===== src/hw/rosel_pkg.sv =====
// constants for the remappable output select block
// Operation
// - each pin has writable 5-bit function code
// - bits 4-0 select even pin
// - bits 12-8 select odd pin
// - five registers cover pins zero to nine
// - unused bits read zero, ignore writes
package rosel_pkg;
    localparam int unsigned NUM_PINS = 10;
    localparam int unsigned NUM_REGS = 5;
    localparam int unsigned CODE_W = 5;
    localparam int unsigned EVEN_LSB = 0;
    localparam int unsigned ODD_LSB = 8;
    localparam int unsigned ADDR_W = 8;
    // byte offsets of output_select_pins_0_1 .. output_select_pins_8_9
    localparam logic [7:0] OFS_PINS_0_1 = 8'h00;
    localparam logic [7:0] OFS_PINS_2_3 = 8'h04;
    localparam logic [7:0] OFS_PINS_4_5 = 8'h08;
    localparam logic [7:0] OFS_PINS_6_7 = 8'h0C;
    localparam logic [7:0] OFS_PINS_8_9 = 8'h10;
    localparam logic [4:0] CODE_RESET = 5'h00;
    localparam logic [4:0] CODE_NONE = 5'h00;
    localparam logic [15:0] REG_MASK = 16'h1F1F;
endpackage


===== src/hw/rosel_top.sv =====
// remappable output select registers and per-pin function mux
`timescale 1ns/1ps
`default_nettype none
module rosel_top #(
    parameter int unsigned NUM_FUNCS = 32
) (
    input wire logic clk_i,
    input wire logic rst_i,
    input wire logic wb_cyc_i,
    input wire logic wb_stb_i,
    input wire logic wb_we_i,
    input wire logic [7:0] wb_adr_i,
    input wire logic [31:0] wb_dat_i,
    input wire logic [3:0] wb_sel_i,
    output logic [31:0] wb_dat_o,
    output logic wb_ack_o,
    output logic wb_err_o,
    input wire logic [NUM_FUNCS-1:0] func_out_i,
    input wire logic [NUM_FUNCS-1:0] func_oe_i,
    input wire logic [9:0] port_out_i,
    input wire logic [9:0] port_oe_i,
    output logic [9:0] remappable_pin_o,
    output logic [9:0] remappable_pin_oe_o,
    output logic [49:0] pin_function_codes_o
);
    // --------------------------------------------------------------
    // storage
    // --------------------------------------------------------------
    // one code per remappable pin, two pins share a register
    logic [rosel_pkg::CODE_W-1:0] code_ff [0:rosel_pkg::NUM_PINS-1];
    wire [rosel_pkg::CODE_W-1:0] nxt_code [0:rosel_pkg::NUM_PINS-1];
    // bus answer, registered one-cycle pulses
    logic ack_ff;
    wire nxt_ack;
    logic err_ff;
    wire nxt_err;
    logic [31:0] dat_ff;
    wire [31:0] nxt_dat;

    // --------------------------------------------------------------
    // helper functions
    // --------------------------------------------------------------
    // true for any of the five register offsets
    function automatic logic reg_hit(input logic [7:0] adr);
        logic found;
        found = 1'b0;
        if (adr == rosel_pkg::OFS_PINS_0_1) begin
            found = 1'b1;
        end else if (adr == rosel_pkg::OFS_PINS_2_3) begin
            found = 1'b1;
        end else if (adr == rosel_pkg::OFS_PINS_4_5) begin
            found = 1'b1;
        end else if (adr == rosel_pkg::OFS_PINS_6_7) begin
            found = 1'b1;
        end else if (adr == rosel_pkg::OFS_PINS_8_9) begin
            found = 1'b1;
        end
        return found;
    endfunction

    // register number of an offset; unmapped gives zero
    function automatic logic [2:0] reg_index(input logic [7:0] adr);
        logic [2:0] index;
        index = 3'h0;
        if (adr == rosel_pkg::OFS_PINS_2_3) begin
            index = 3'h1;
        end else if (adr == rosel_pkg::OFS_PINS_4_5) begin
            index = 3'h2;
        end else if (adr == rosel_pkg::OFS_PINS_6_7) begin
            index = 3'h3;
        end else if (adr == rosel_pkg::OFS_PINS_8_9) begin
            index = 3'h4;
        end
        return index;
    endfunction

    // even pin field of a bus word
    function automatic logic [rosel_pkg::CODE_W-1:0] even_field(input logic [31:0] word);
        return word[rosel_pkg::EVEN_LSB +: rosel_pkg::CODE_W];
    endfunction

    // odd pin field of a bus word
    function automatic logic [rosel_pkg::CODE_W-1:0] odd_field(input logic [31:0] word);
        return word[rosel_pkg::ODD_LSB +: rosel_pkg::CODE_W];
    endfunction

    // register image; unused bits stay zero
    function automatic logic [15:0] pack_word(input logic [rosel_pkg::CODE_W-1:0] even,
            input logic [rosel_pkg::CODE_W-1:0] odd);
        logic [15:0] word;
        word = 16'h0000;
        word[rosel_pkg::EVEN_LSB +: rosel_pkg::CODE_W] = even;
        word[rosel_pkg::ODD_LSB +: rosel_pkg::CODE_W] = odd;
        return word;
    endfunction

    // new code when its lane is written, else the old one
    function automatic logic [rosel_pkg::CODE_W-1:0] lane_update(
            input logic [rosel_pkg::CODE_W-1:0] old_code,
            input logic wr_en,
            input logic [rosel_pkg::CODE_W-1:0] new_code);
        logic [rosel_pkg::CODE_W-1:0] result;
        result = old_code;
        if (wr_en) begin
            result = new_code;
        end
        return result;
    endfunction

    // zero and codes past the function table leave the pin to its port
    function automatic logic code_live(input logic [rosel_pkg::CODE_W-1:0] code);
        return (code != rosel_pkg::CODE_NONE) && (32'(code) < NUM_FUNCS);
    endfunction

    // function bit for a live code, port bit otherwise
    function automatic logic pick(input logic live, input logic [NUM_FUNCS-1:0] funcs,
            input logic [rosel_pkg::CODE_W-1:0] code, input logic fallback);
        logic result;
        result = fallback;
        if (live) begin
            result = funcs[code];
        end
        return result;
    endfunction

    // --------------------------------------------------------------
    // bus decode
    // --------------------------------------------------------------
    wire req;
    wire hit;
    wire [2:0] idx;
    wire wr_even;
    wire wr_odd;
    wire rd_en;
    wire [rosel_pkg::CODE_W-1:0] even_code;
    wire [rosel_pkg::CODE_W-1:0] odd_code;
    wire [rosel_pkg::NUM_REGS-1:0] reg_sel;
    wire [15:0] reg_word [0:rosel_pkg::NUM_REGS-1];
    wire [15:0] rd_word;

    // a request is taken once; a pending ack or err blocks a repeat
    assign req = wb_cyc_i && wb_stb_i && !ack_ff && !err_ff;
    assign hit = reg_hit(wb_adr_i);
    assign idx = reg_index(wb_adr_i);
    // lane 0 carries the even code, lane 1 the odd code
    assign wr_even = req && hit && wb_we_i && wb_sel_i[0];
    assign wr_odd = req && hit && wb_we_i && wb_sel_i[1];
    assign rd_en = req && hit && !wb_we_i;
    assign even_code = even_field(wb_dat_i);
    assign odd_code = odd_field(wb_dat_i);
    assign rd_word = reg_word[idx];

    // --------------------------------------------------------------
    // per register select, next codes and read image
    // --------------------------------------------------------------
    // pins 0 and 1
    assign reg_sel[0] = hit && (idx == 3'h0);
    assign nxt_code[0] = lane_update(code_ff[0], wr_even && reg_sel[0], even_code);
    assign nxt_code[1] = lane_update(code_ff[1], wr_odd && reg_sel[0], odd_code);
    assign reg_word[0] = pack_word(code_ff[0], code_ff[1]);

    // pins 2 and 3
    assign reg_sel[1] = hit && (idx == 3'h1);
    assign nxt_code[2] = lane_update(code_ff[2], wr_even && reg_sel[1], even_code);
    assign nxt_code[3] = lane_update(code_ff[3], wr_odd && reg_sel[1], odd_code);
    assign reg_word[1] = pack_word(code_ff[2], code_ff[3]);

    // pins 4 and 5
    assign reg_sel[2] = hit && (idx == 3'h2);
    assign nxt_code[4] = lane_update(code_ff[4], wr_even && reg_sel[2], even_code);
    assign nxt_code[5] = lane_update(code_ff[5], wr_odd && reg_sel[2], odd_code);
    assign reg_word[2] = pack_word(code_ff[4], code_ff[5]);

    // pins 6 and 7
    assign reg_sel[3] = hit && (idx == 3'h3);
    assign nxt_code[6] = lane_update(code_ff[6], wr_even && reg_sel[3], even_code);
    assign nxt_code[7] = lane_update(code_ff[7], wr_odd && reg_sel[3], odd_code);
    assign reg_word[3] = pack_word(code_ff[6], code_ff[7]);

    // pins 8 and 9
    assign reg_sel[4] = hit && (idx == 3'h4);
    assign nxt_code[8] = lane_update(code_ff[8], wr_even && reg_sel[4], even_code);
    assign nxt_code[9] = lane_update(code_ff[9], wr_odd && reg_sel[4], odd_code);
    assign reg_word[4] = pack_word(code_ff[8], code_ff[9]);

    // --------------------------------------------------------------
    // bus response
    // --------------------------------------------------------------
    // ack for mapped offsets, err for anything else, one cycle each
    assign nxt_ack = req && hit;
    assign nxt_err = req && !hit;
    // read data stands only with its ack
    assign nxt_dat = rd_en ? {16'h0000, rd_word} : 32'h00000000;

    // --------------------------------------------------------------
    // registers
    // --------------------------------------------------------------
    always_ff @(posedge clk_i) begin
        if (rst_i) begin
            for (int i = 0; i < rosel_pkg::NUM_PINS; i++) begin
                code_ff[i] <= rosel_pkg::CODE_RESET;
            end
        end else begin
            for (int i = 0; i < rosel_pkg::NUM_PINS; i++) begin
                code_ff[i] <= nxt_code[i];
            end
        end
    end

    always_ff @(posedge clk_i) begin
        if (rst_i) begin
            ack_ff <= 1'b0;
        end else begin
            ack_ff <= nxt_ack;
        end
    end

    always_ff @(posedge clk_i) begin
        if (rst_i) begin
            err_ff <= 1'b0;
        end else begin
            err_ff <= nxt_err;
        end
    end

    always_ff @(posedge clk_i) begin
        if (rst_i) begin
            dat_ff <= 32'h00000000;
        end else begin
            dat_ff <= nxt_dat;
        end
    end

    assign wb_ack_o = ack_ff;
    assign wb_err_o = err_ff;
    assign wb_dat_o = dat_ff;

    // --------------------------------------------------------------
    // pin mux
    // --------------------------------------------------------------
    wire [rosel_pkg::NUM_PINS-1:0] pin_live;

    // pin 0, even half of register 0
    assign pin_live[0] = code_live(code_ff[0]);
    assign remappable_pin_o[0] = pick(pin_live[0], func_out_i, code_ff[0], port_out_i[0]);
    assign remappable_pin_oe_o[0] = pick(pin_live[0], func_oe_i, code_ff[0], port_oe_i[0]);
    assign pin_function_codes_o[4:0] = code_ff[0];

    // pin 1, odd half of register 0
    assign pin_live[1] = code_live(code_ff[1]);
    assign remappable_pin_o[1] = pick(pin_live[1], func_out_i, code_ff[1], port_out_i[1]);
    assign remappable_pin_oe_o[1] = pick(pin_live[1], func_oe_i, code_ff[1], port_oe_i[1]);
    assign pin_function_codes_o[9:5] = code_ff[1];

    // pin 2, even half of register 1
    assign pin_live[2] = code_live(code_ff[2]);
    assign remappable_pin_o[2] = pick(pin_live[2], func_out_i, code_ff[2], port_out_i[2]);
    assign remappable_pin_oe_o[2] = pick(pin_live[2], func_oe_i, code_ff[2], port_oe_i[2]);
    assign pin_function_codes_o[14:10] = code_ff[2];

    // pin 3, odd half of register 1
    assign pin_live[3] = code_live(code_ff[3]);
    assign remappable_pin_o[3] = pick(pin_live[3], func_out_i, code_ff[3], port_out_i[3]);
    assign remappable_pin_oe_o[3] = pick(pin_live[3], func_oe_i, code_ff[3], port_oe_i[3]);
    assign pin_function_codes_o[19:15] = code_ff[3];

    // pin 4, even half of register 2
    assign pin_live[4] = code_live(code_ff[4]);
    assign remappable_pin_o[4] = pick(pin_live[4], func_out_i, code_ff[4], port_out_i[4]);
    assign remappable_pin_oe_o[4] = pick(pin_live[4], func_oe_i, code_ff[4], port_oe_i[4]);
    assign pin_function_codes_o[24:20] = code_ff[4];

    // pin 5, odd half of register 2
    assign pin_live[5] = code_live(code_ff[5]);
    assign remappable_pin_o[5] = pick(pin_live[5], func_out_i, code_ff[5], port_out_i[5]);
    assign remappable_pin_oe_o[5] = pick(pin_live[5], func_oe_i, code_ff[5], port_oe_i[5]);
    assign pin_function_codes_o[29:25] = code_ff[5];

    // pin 6, even half of register 3
    assign pin_live[6] = code_live(code_ff[6]);
    assign remappable_pin_o[6] = pick(pin_live[6], func_out_i, code_ff[6], port_out_i[6]);
    assign remappable_pin_oe_o[6] = pick(pin_live[6], func_oe_i, code_ff[6], port_oe_i[6]);
    assign pin_function_codes_o[34:30] = code_ff[6];

    // pin 7, odd half of register 3
    assign pin_live[7] = code_live(code_ff[7]);
    assign remappable_pin_o[7] = pick(pin_live[7], func_out_i, code_ff[7], port_out_i[7]);
    assign remappable_pin_oe_o[7] = pick(pin_live[7], func_oe_i, code_ff[7], port_oe_i[7]);
    assign pin_function_codes_o[39:35] = code_ff[7];

    // pin 8, even half of register 4
    assign pin_live[8] = code_live(code_ff[8]);
    assign remappable_pin_o[8] = pick(pin_live[8], func_out_i, code_ff[8], port_out_i[8]);
    assign remappable_pin_oe_o[8] = pick(pin_live[8], func_oe_i, code_ff[8], port_oe_i[8]);
    assign pin_function_codes_o[44:40] = code_ff[8];

    // pin 9, odd half of register 4
    assign pin_live[9] = code_live(code_ff[9]);
    assign remappable_pin_o[9] = pick(pin_live[9], func_out_i, code_ff[9], port_out_i[9]);
    assign remappable_pin_oe_o[9] = pick(pin_live[9], func_oe_i, code_ff[9], port_oe_i[9]);
    assign pin_function_codes_o[49:45] = code_ff[9];
endmodule
`default_nettype wire


===== config.mk =====
export PLATFORM = sky130hd
export DESIGN_NAME = rosel_top
export DESIGN_NICKNAME = d
export VERILOG_FILES = /design/src/hw/rosel_pkg.sv /design/src/hw/rosel_top.sv
export SDC_FILE = /design/constraint.sdc
export NUM_CORES = 1
export LEC_CHECK = 0
export ABC_AREA = 1
export BUFFER_PORTS_ARGS = -buffer_cell sky130_fd_sc_hd__buf_2
export CORE_ASPECT_RATIO = 1.1
export CORE_MARGIN = 2
export CORE_UTILIZATION = 56
export CTS_CLUSTER_DIAMETER = 120
export DETAILED_ROUTE_END_ITERATION = 8
export PLACE_DENSITY_LB_ADDON = 0.2
export SLEW_MARGIN = 20
export SYNTH_ARGS = -nofsm -noshare
export SYNTH_HDL_FRONTEND = slang
export SYNTH_SLANG_ARGS = --single-unit

===== constraint.sdc =====
create_clock -name clk_i -period 1.7 [get_ports clk_i]
set_input_delay 0.34 -clock clk_i [delete_from_list [all_inputs] [get_ports clk_i]]
set_output_delay 0.34 -clock clk_i [all_outputs]
set_load 0.03 [all_outputs]

==> results of run 1 <==
[kinds of logic after synthesis]
family                 synth area share, %
AND/OR/NAND/NOR                       59.7
buffers and inverters                 13.2
AO/OA/AOI/OAI                         14.0
flip-flops                            13.1
other                               0.0394
[synthesized netlist by cell type, types with 2 or more instances]
master    instances
a21oi_1          56
buf_1            20
buf_2            48
buf_4            22
clkbuf_1         78
clkinv_1         26
dfxtp_1          62
inv_1            89
inv_2            12
nand2_1         674
nand2_4           2
nand3_1         457
nand3_2           2
nand3_4           2
nand4_1           7
nor2_1          139
nor2_2            4
nor2_4           10
nor3_1           10
nor4_1            4
o211ai_1         69
o21ai_0         105
[metal layers]
metal | GRT overflow | track usage (%)
met1 | 9 | 85.7
met5 | 0 | 43.7
met3 | 9 | 67.9
met2 | 67 | 96.2
met4 | 61 | 81.3
[per-stage QoR]
step | utilization [%] | area, um^2
after CTS | 80.7 | 13300
after global placement | 73.7 | 12100
after floorplan | - | 9950
after detailed placement | 73.7 | 12100
[repair_timing]
item | CTS
resized for setup | 209
setup endpoints to repair | 20
hold buffers | 0
gates cloned | 6
pin swaps | 53
buffers inserted | 6
==> results by group, run 1 <==
Synth
  – Synth area leader: nand2_1
  – Synth Register Bits: 62
  – Avg Cell Area, Syn: 5.00 um^2
  – Synth top area share: 26.6%
  – Synth warn: 0
  – Synth top area cells: nand2_1, nand3_1, dfxtp_1
  – Async SR Flop Fraction: 0%
  – Yosys cell types: 26
  – Mapped Cells: 1,902
  – Ys flop type: dfxtp_1
  – Post-synth EDFFs: 0
  – Mapped Area: 9510 um^2
  – Seq/Total Area, Yosys: 13.1%

Place
  – # port buffers: 190
  – Dpl ws: -0.154 ns
  – Dpl cells: 2,349
  – GPL Wtd Cong: 1.02
  – Hpwl dp: 34,100 um

Clock network
  – CTS Root Cell: clkbuf_16
  – Total clock sinks: 62
  – Max H-tree Level: 3
  – CTS max path bufs: 2
  – Cts bufs inserted: 9

Global route
  – Gr usage total: 83.2%
  – Largest net degree at the start of global routing: 51
  – Remaining global-route overflow: 146

Die
  – Starting Density: 57.7%
  – Die H: 141 um
  – Die Width: 128 um
  – I/O pins: 237
  – FP Rows: 49

Timing
  – Worst_ep grt: remappable_pin_oe_o[0]
  – Worst End Pin Type: output port

Status
  – First Error: [ERROR GRT-0232] Routing congestion too high. Check the congestion heatmap in the GUI.
  – Failed at: global routing (5_1_grt)
  – Outcome: aborted with a tool error
==> run 2, diff against run 1 <==
CORE_ASPECT_RATIO = not set   (was 1.1)
CORE_UTILIZATION = 40   (was 56)
CTS_CLUSTER_DIAMETER = not set   (was 120)
PLACE_DENSITY_LB_ADDON = 0.15   (was 0.2)
==> run 2 against run 1 <==
Against the previous run: the flow now finishes, with violations (negative setup slack); synthesized cell count unchanged; area after synthesis unchanged.
==> results by group, run 2 <==
Status
  – Outcome: finished with violations (was aborted with a tool error)
  – Violations in the final reports: negative setup slack

Drt
  – Total wire length: 50,500 um
  – Drt wl/cell: 19.9 um
  – Pre-antenna DRT Iters: 7
  – DR DRC count: 0
  – Post-DRT Antenna Nets: 0
  – Vias: 14.9k
  – Vias per Instance: 5.87
  – Initial DRC Count: 2,091

Clock network
  – CTS max path bufs: 2 (unchanged)
  – CTS tree: done
  – Max H-tree Level: 3 (unchanged)
  – Hold Buf Count CTS: 0 (unchanged)
  – CTS Root Cell: clkbuf_16 (unchanged)
  – Clock latency on the worst-skew pair: 0.33 ns
  – Cts bufs inserted: 9 (unchanged)
  – Total clock sinks: 62 (unchanged)
  – Clock transition at the registers of the reported paths: 0.05 ns

Worst setup path
  – Crit-path leading delay family: simple AND/OR/NAND/NOR gates
  – Crit path required time: 1.36 ns
  – Reg2reg setup slack: 0.19 ns
  – CP endpoint kind: primary output
  – CP bufs+invs: 3
  – Slowest Stage Delay on Critical Path: 0.42 ns
  – R2R depth: 9
  – Crit. Startpoint: code_ff[0][5]
  – Critical Path Source Type: flop
  – Kind of critical path: flop to primary output
  – Crit path depth: 11
  – Worst r2r src: wb_ack_o
  – Crit-path cells: clkinv_8, clkbuf_16, nand2_2, nand3_2, nand3_1, nand2_1, nand2_1, nand3_1, nand3_2, nand2_4, buf_6
  – Max FO, Critical Path: 6
  – CP max-delay cell: dfxtp_4
  – Arrival @ worst endpoint: 1.81 ns

Layout
  – Commonest non-fill, non-tap cell in the layout: nand2_1
  – Layout cell share with drive strength beyond 1: 38.1%
  – Final Util: 63.4%
  – Nets: 2,352
  – # diodes: 0
  – Fillers: 2,289
  – P&R area growth vs syn: 56.0%
  – Design area: 14,800 um^2
  – Reg with most FFs: code_ff
  – Largest register FFs: 50
  – Most frequent cells in the layout: nand2_1, nand3_1, buf_4

Timing
  – Fmax: 0.464 GHz
  – Count of final hold-check violations: 0
  – Skew final: 0.00343 ns
  – Fin. max-slew vios: 0
  – Fin crit period: 2.15 ns
  – Final Setup Violations: 20
  – RSZ-0062 raised after global routing: true
  – Crit share post-route: 127%
  – Worst setup margin: -0.455 ns

Power and ir drop
  – Switching Power: 1.56 mW
  – PwrDens: 329 nW/um^2
  – Switching portion of total power: 32.0%
  – Clk pwr share: 40.4%
  – Seq pwr share: 29.3%
  – Gate power share: 30.3%
  – Internal Pwr Total: 3.31 mW
  – VDD IR max: 647 uV
  – Leak Pwr: 6.95 nW

Synth
  – Synth cell count leaders: nand2_1, nand3_1, nor2_1 (unchanged)
  – Avg Cell Area, Syn: 5.00 um^2 (unchanged)
  – Mapped Cells: 1,902 (unchanged)
  – Synth warn: 0 (unchanged)
  – Ys flop type: dfxtp_1 (unchanged)
  – Synth top area cells: nand2_1, nand3_1, dfxtp_1 (unchanged)
  – Seq/Total Area, Yosys: 13.1% (unchanged)
  – Synth Register Bits: 62 (unchanged)
  – Post-synth EDFFs: 0 (unchanged)
  – Synth top area share: 26.6% (unchanged)
  – Cell with the most instances after synthesis: nand2_1 (unchanged)
  – Synth area leader: nand2_1 (unchanged)
  – Mapped Area: 9510 um^2 (unchanged)
  – Yosys cell types: 26 (unchanged)
  – Async SR Flop Fraction: 0% (unchanged)

Die
  – Core area: 23,400 um^2
  – Starting Density: 40.6% (was 57.7%)
  – Die area: 25,000 um^2
  – FP Rows: 56 (was 49)
  – I/O pins: 237 (unchanged)
  – Die Width: 158 um (was 128 um)
  – Die H: 158 um (was 141 um)

Global route
  – Vias in the first global route: 12.8k
  – Largest net degree at the start of global routing: 51
  – Initial antenna violation count: 0
  – First-pass GRT wire length: 72,400 um
  – Gr usage total: 37.6%
  – Remaining global-route overflow: 0

Place
  – Hpwl dp: 36,800 um (was 34,100 um)
  – Area after DPL: 12,600 um^2 (was 12,100 um^2)
  – GPL Wtd Cong: 0.991 (was 1.02)
  – # port buffers: 190 (unchanged)

Hold path
  – Hold depth: 4
  – Worst min-delay path class: input port to flop
  – Hold path start: rst_i

Flow run
  – Max Cap Viol: 0
-- run 2: worst reg2reg max path: stages, from the launching register on --
cell and delay (ns):
dfxtp_1 0.31, nor2_1 0.09, nand3_1 0.08, nor2_1 0.10, buf_4 0.14, nand3_4 0.19
nor2_4 0.22, inv_2 0.09, nor2_1 0.11, nor2_1 0.06
-- run 2: kinds of logic after synthesis --
kind of cell | count (synthesis) | share of synthesized area [%]
AND/OR/NAND/NOR | 1312 | 59.7
other | 1 | 0.0394
buffers and inverters | 296 | 13.2
flip-flops | 62 | 13.1
AO/OA/AOI/OAI | 231 | 14.0
-- run 2: power groups by stage --
stage | Combinational, mW | Sequential [mW] | Clock [mW]
5_1_grt | 1.55 | 1.43 | 2.03
3_3_place_gp | 1.26 | 1.46 | 0
3_5_place_dp | 1.27 | 1.46 | 0
2_1_floorplan | 0.647 | 1.46 | 0
4_1_cts | 1.34 | 1.43 | 1.97
6_report | 1.48 | 1.43 | 1.97
-- run 2: timing repair --
action	4_1_cts	5_1_grt
gates resized for setup	169	259
pin swaps	55	122
buffers inserted	4	4
gates cloned	3	13
setup endpoints to repair	20	21
-- run 2: through the flow --
step / hold slack, ns / TNS [ns] / power, mW / cells / setup slack (ns)
CTS: 0.277 / -6.04 / 4.74 / 2528 / -0.339
global placement: 0.518 / -3.03 / 2.72 / 2507 / -0.210
detailed placement: 0.530 / -3.51 / 2.73 / 2507 / -0.221
floorplan: 0.474 / 0 / 2.11 / 1923 / 0.00162
finish: 0.277 / -7.16 / 4.87 / 2543 / -0.455
global route: 0.306 / -8.40 / 5.00 / 2543 / -0.493
-- run 2: area by class of cell --
type                       instances  area, um^2  share of cell area, %
clock inverter                     2        35.0                  0.236
multi-input combinational       1565        8300                   56.0
tap                              319         399                   2.69
timing repair buffer             454        3920                   26.4
clock buffer                      14         295                   1.99
sequential                        62        1320                   8.92
inverter                         127         558                   3.76
-- run 2: final timing paths --
path	to
hold / removal	wb_err_o
setup / recovery	remappable_pin_o[1]
setup reg to reg	code_ff[0][46]
hold reg to reg	code_ff[0][2]
-- run 2: routing by layer --
metal,up-vias,wire [um],GRT usage [%]
li1,6866,-,-
met1,6752,19900,51.9
met2,1079,21500,57.1
met3,229,6300,6.32
met4,0,2770,16.9
met5,-,0,0
No activity file was read; power rests on OpenSTA's default activity.
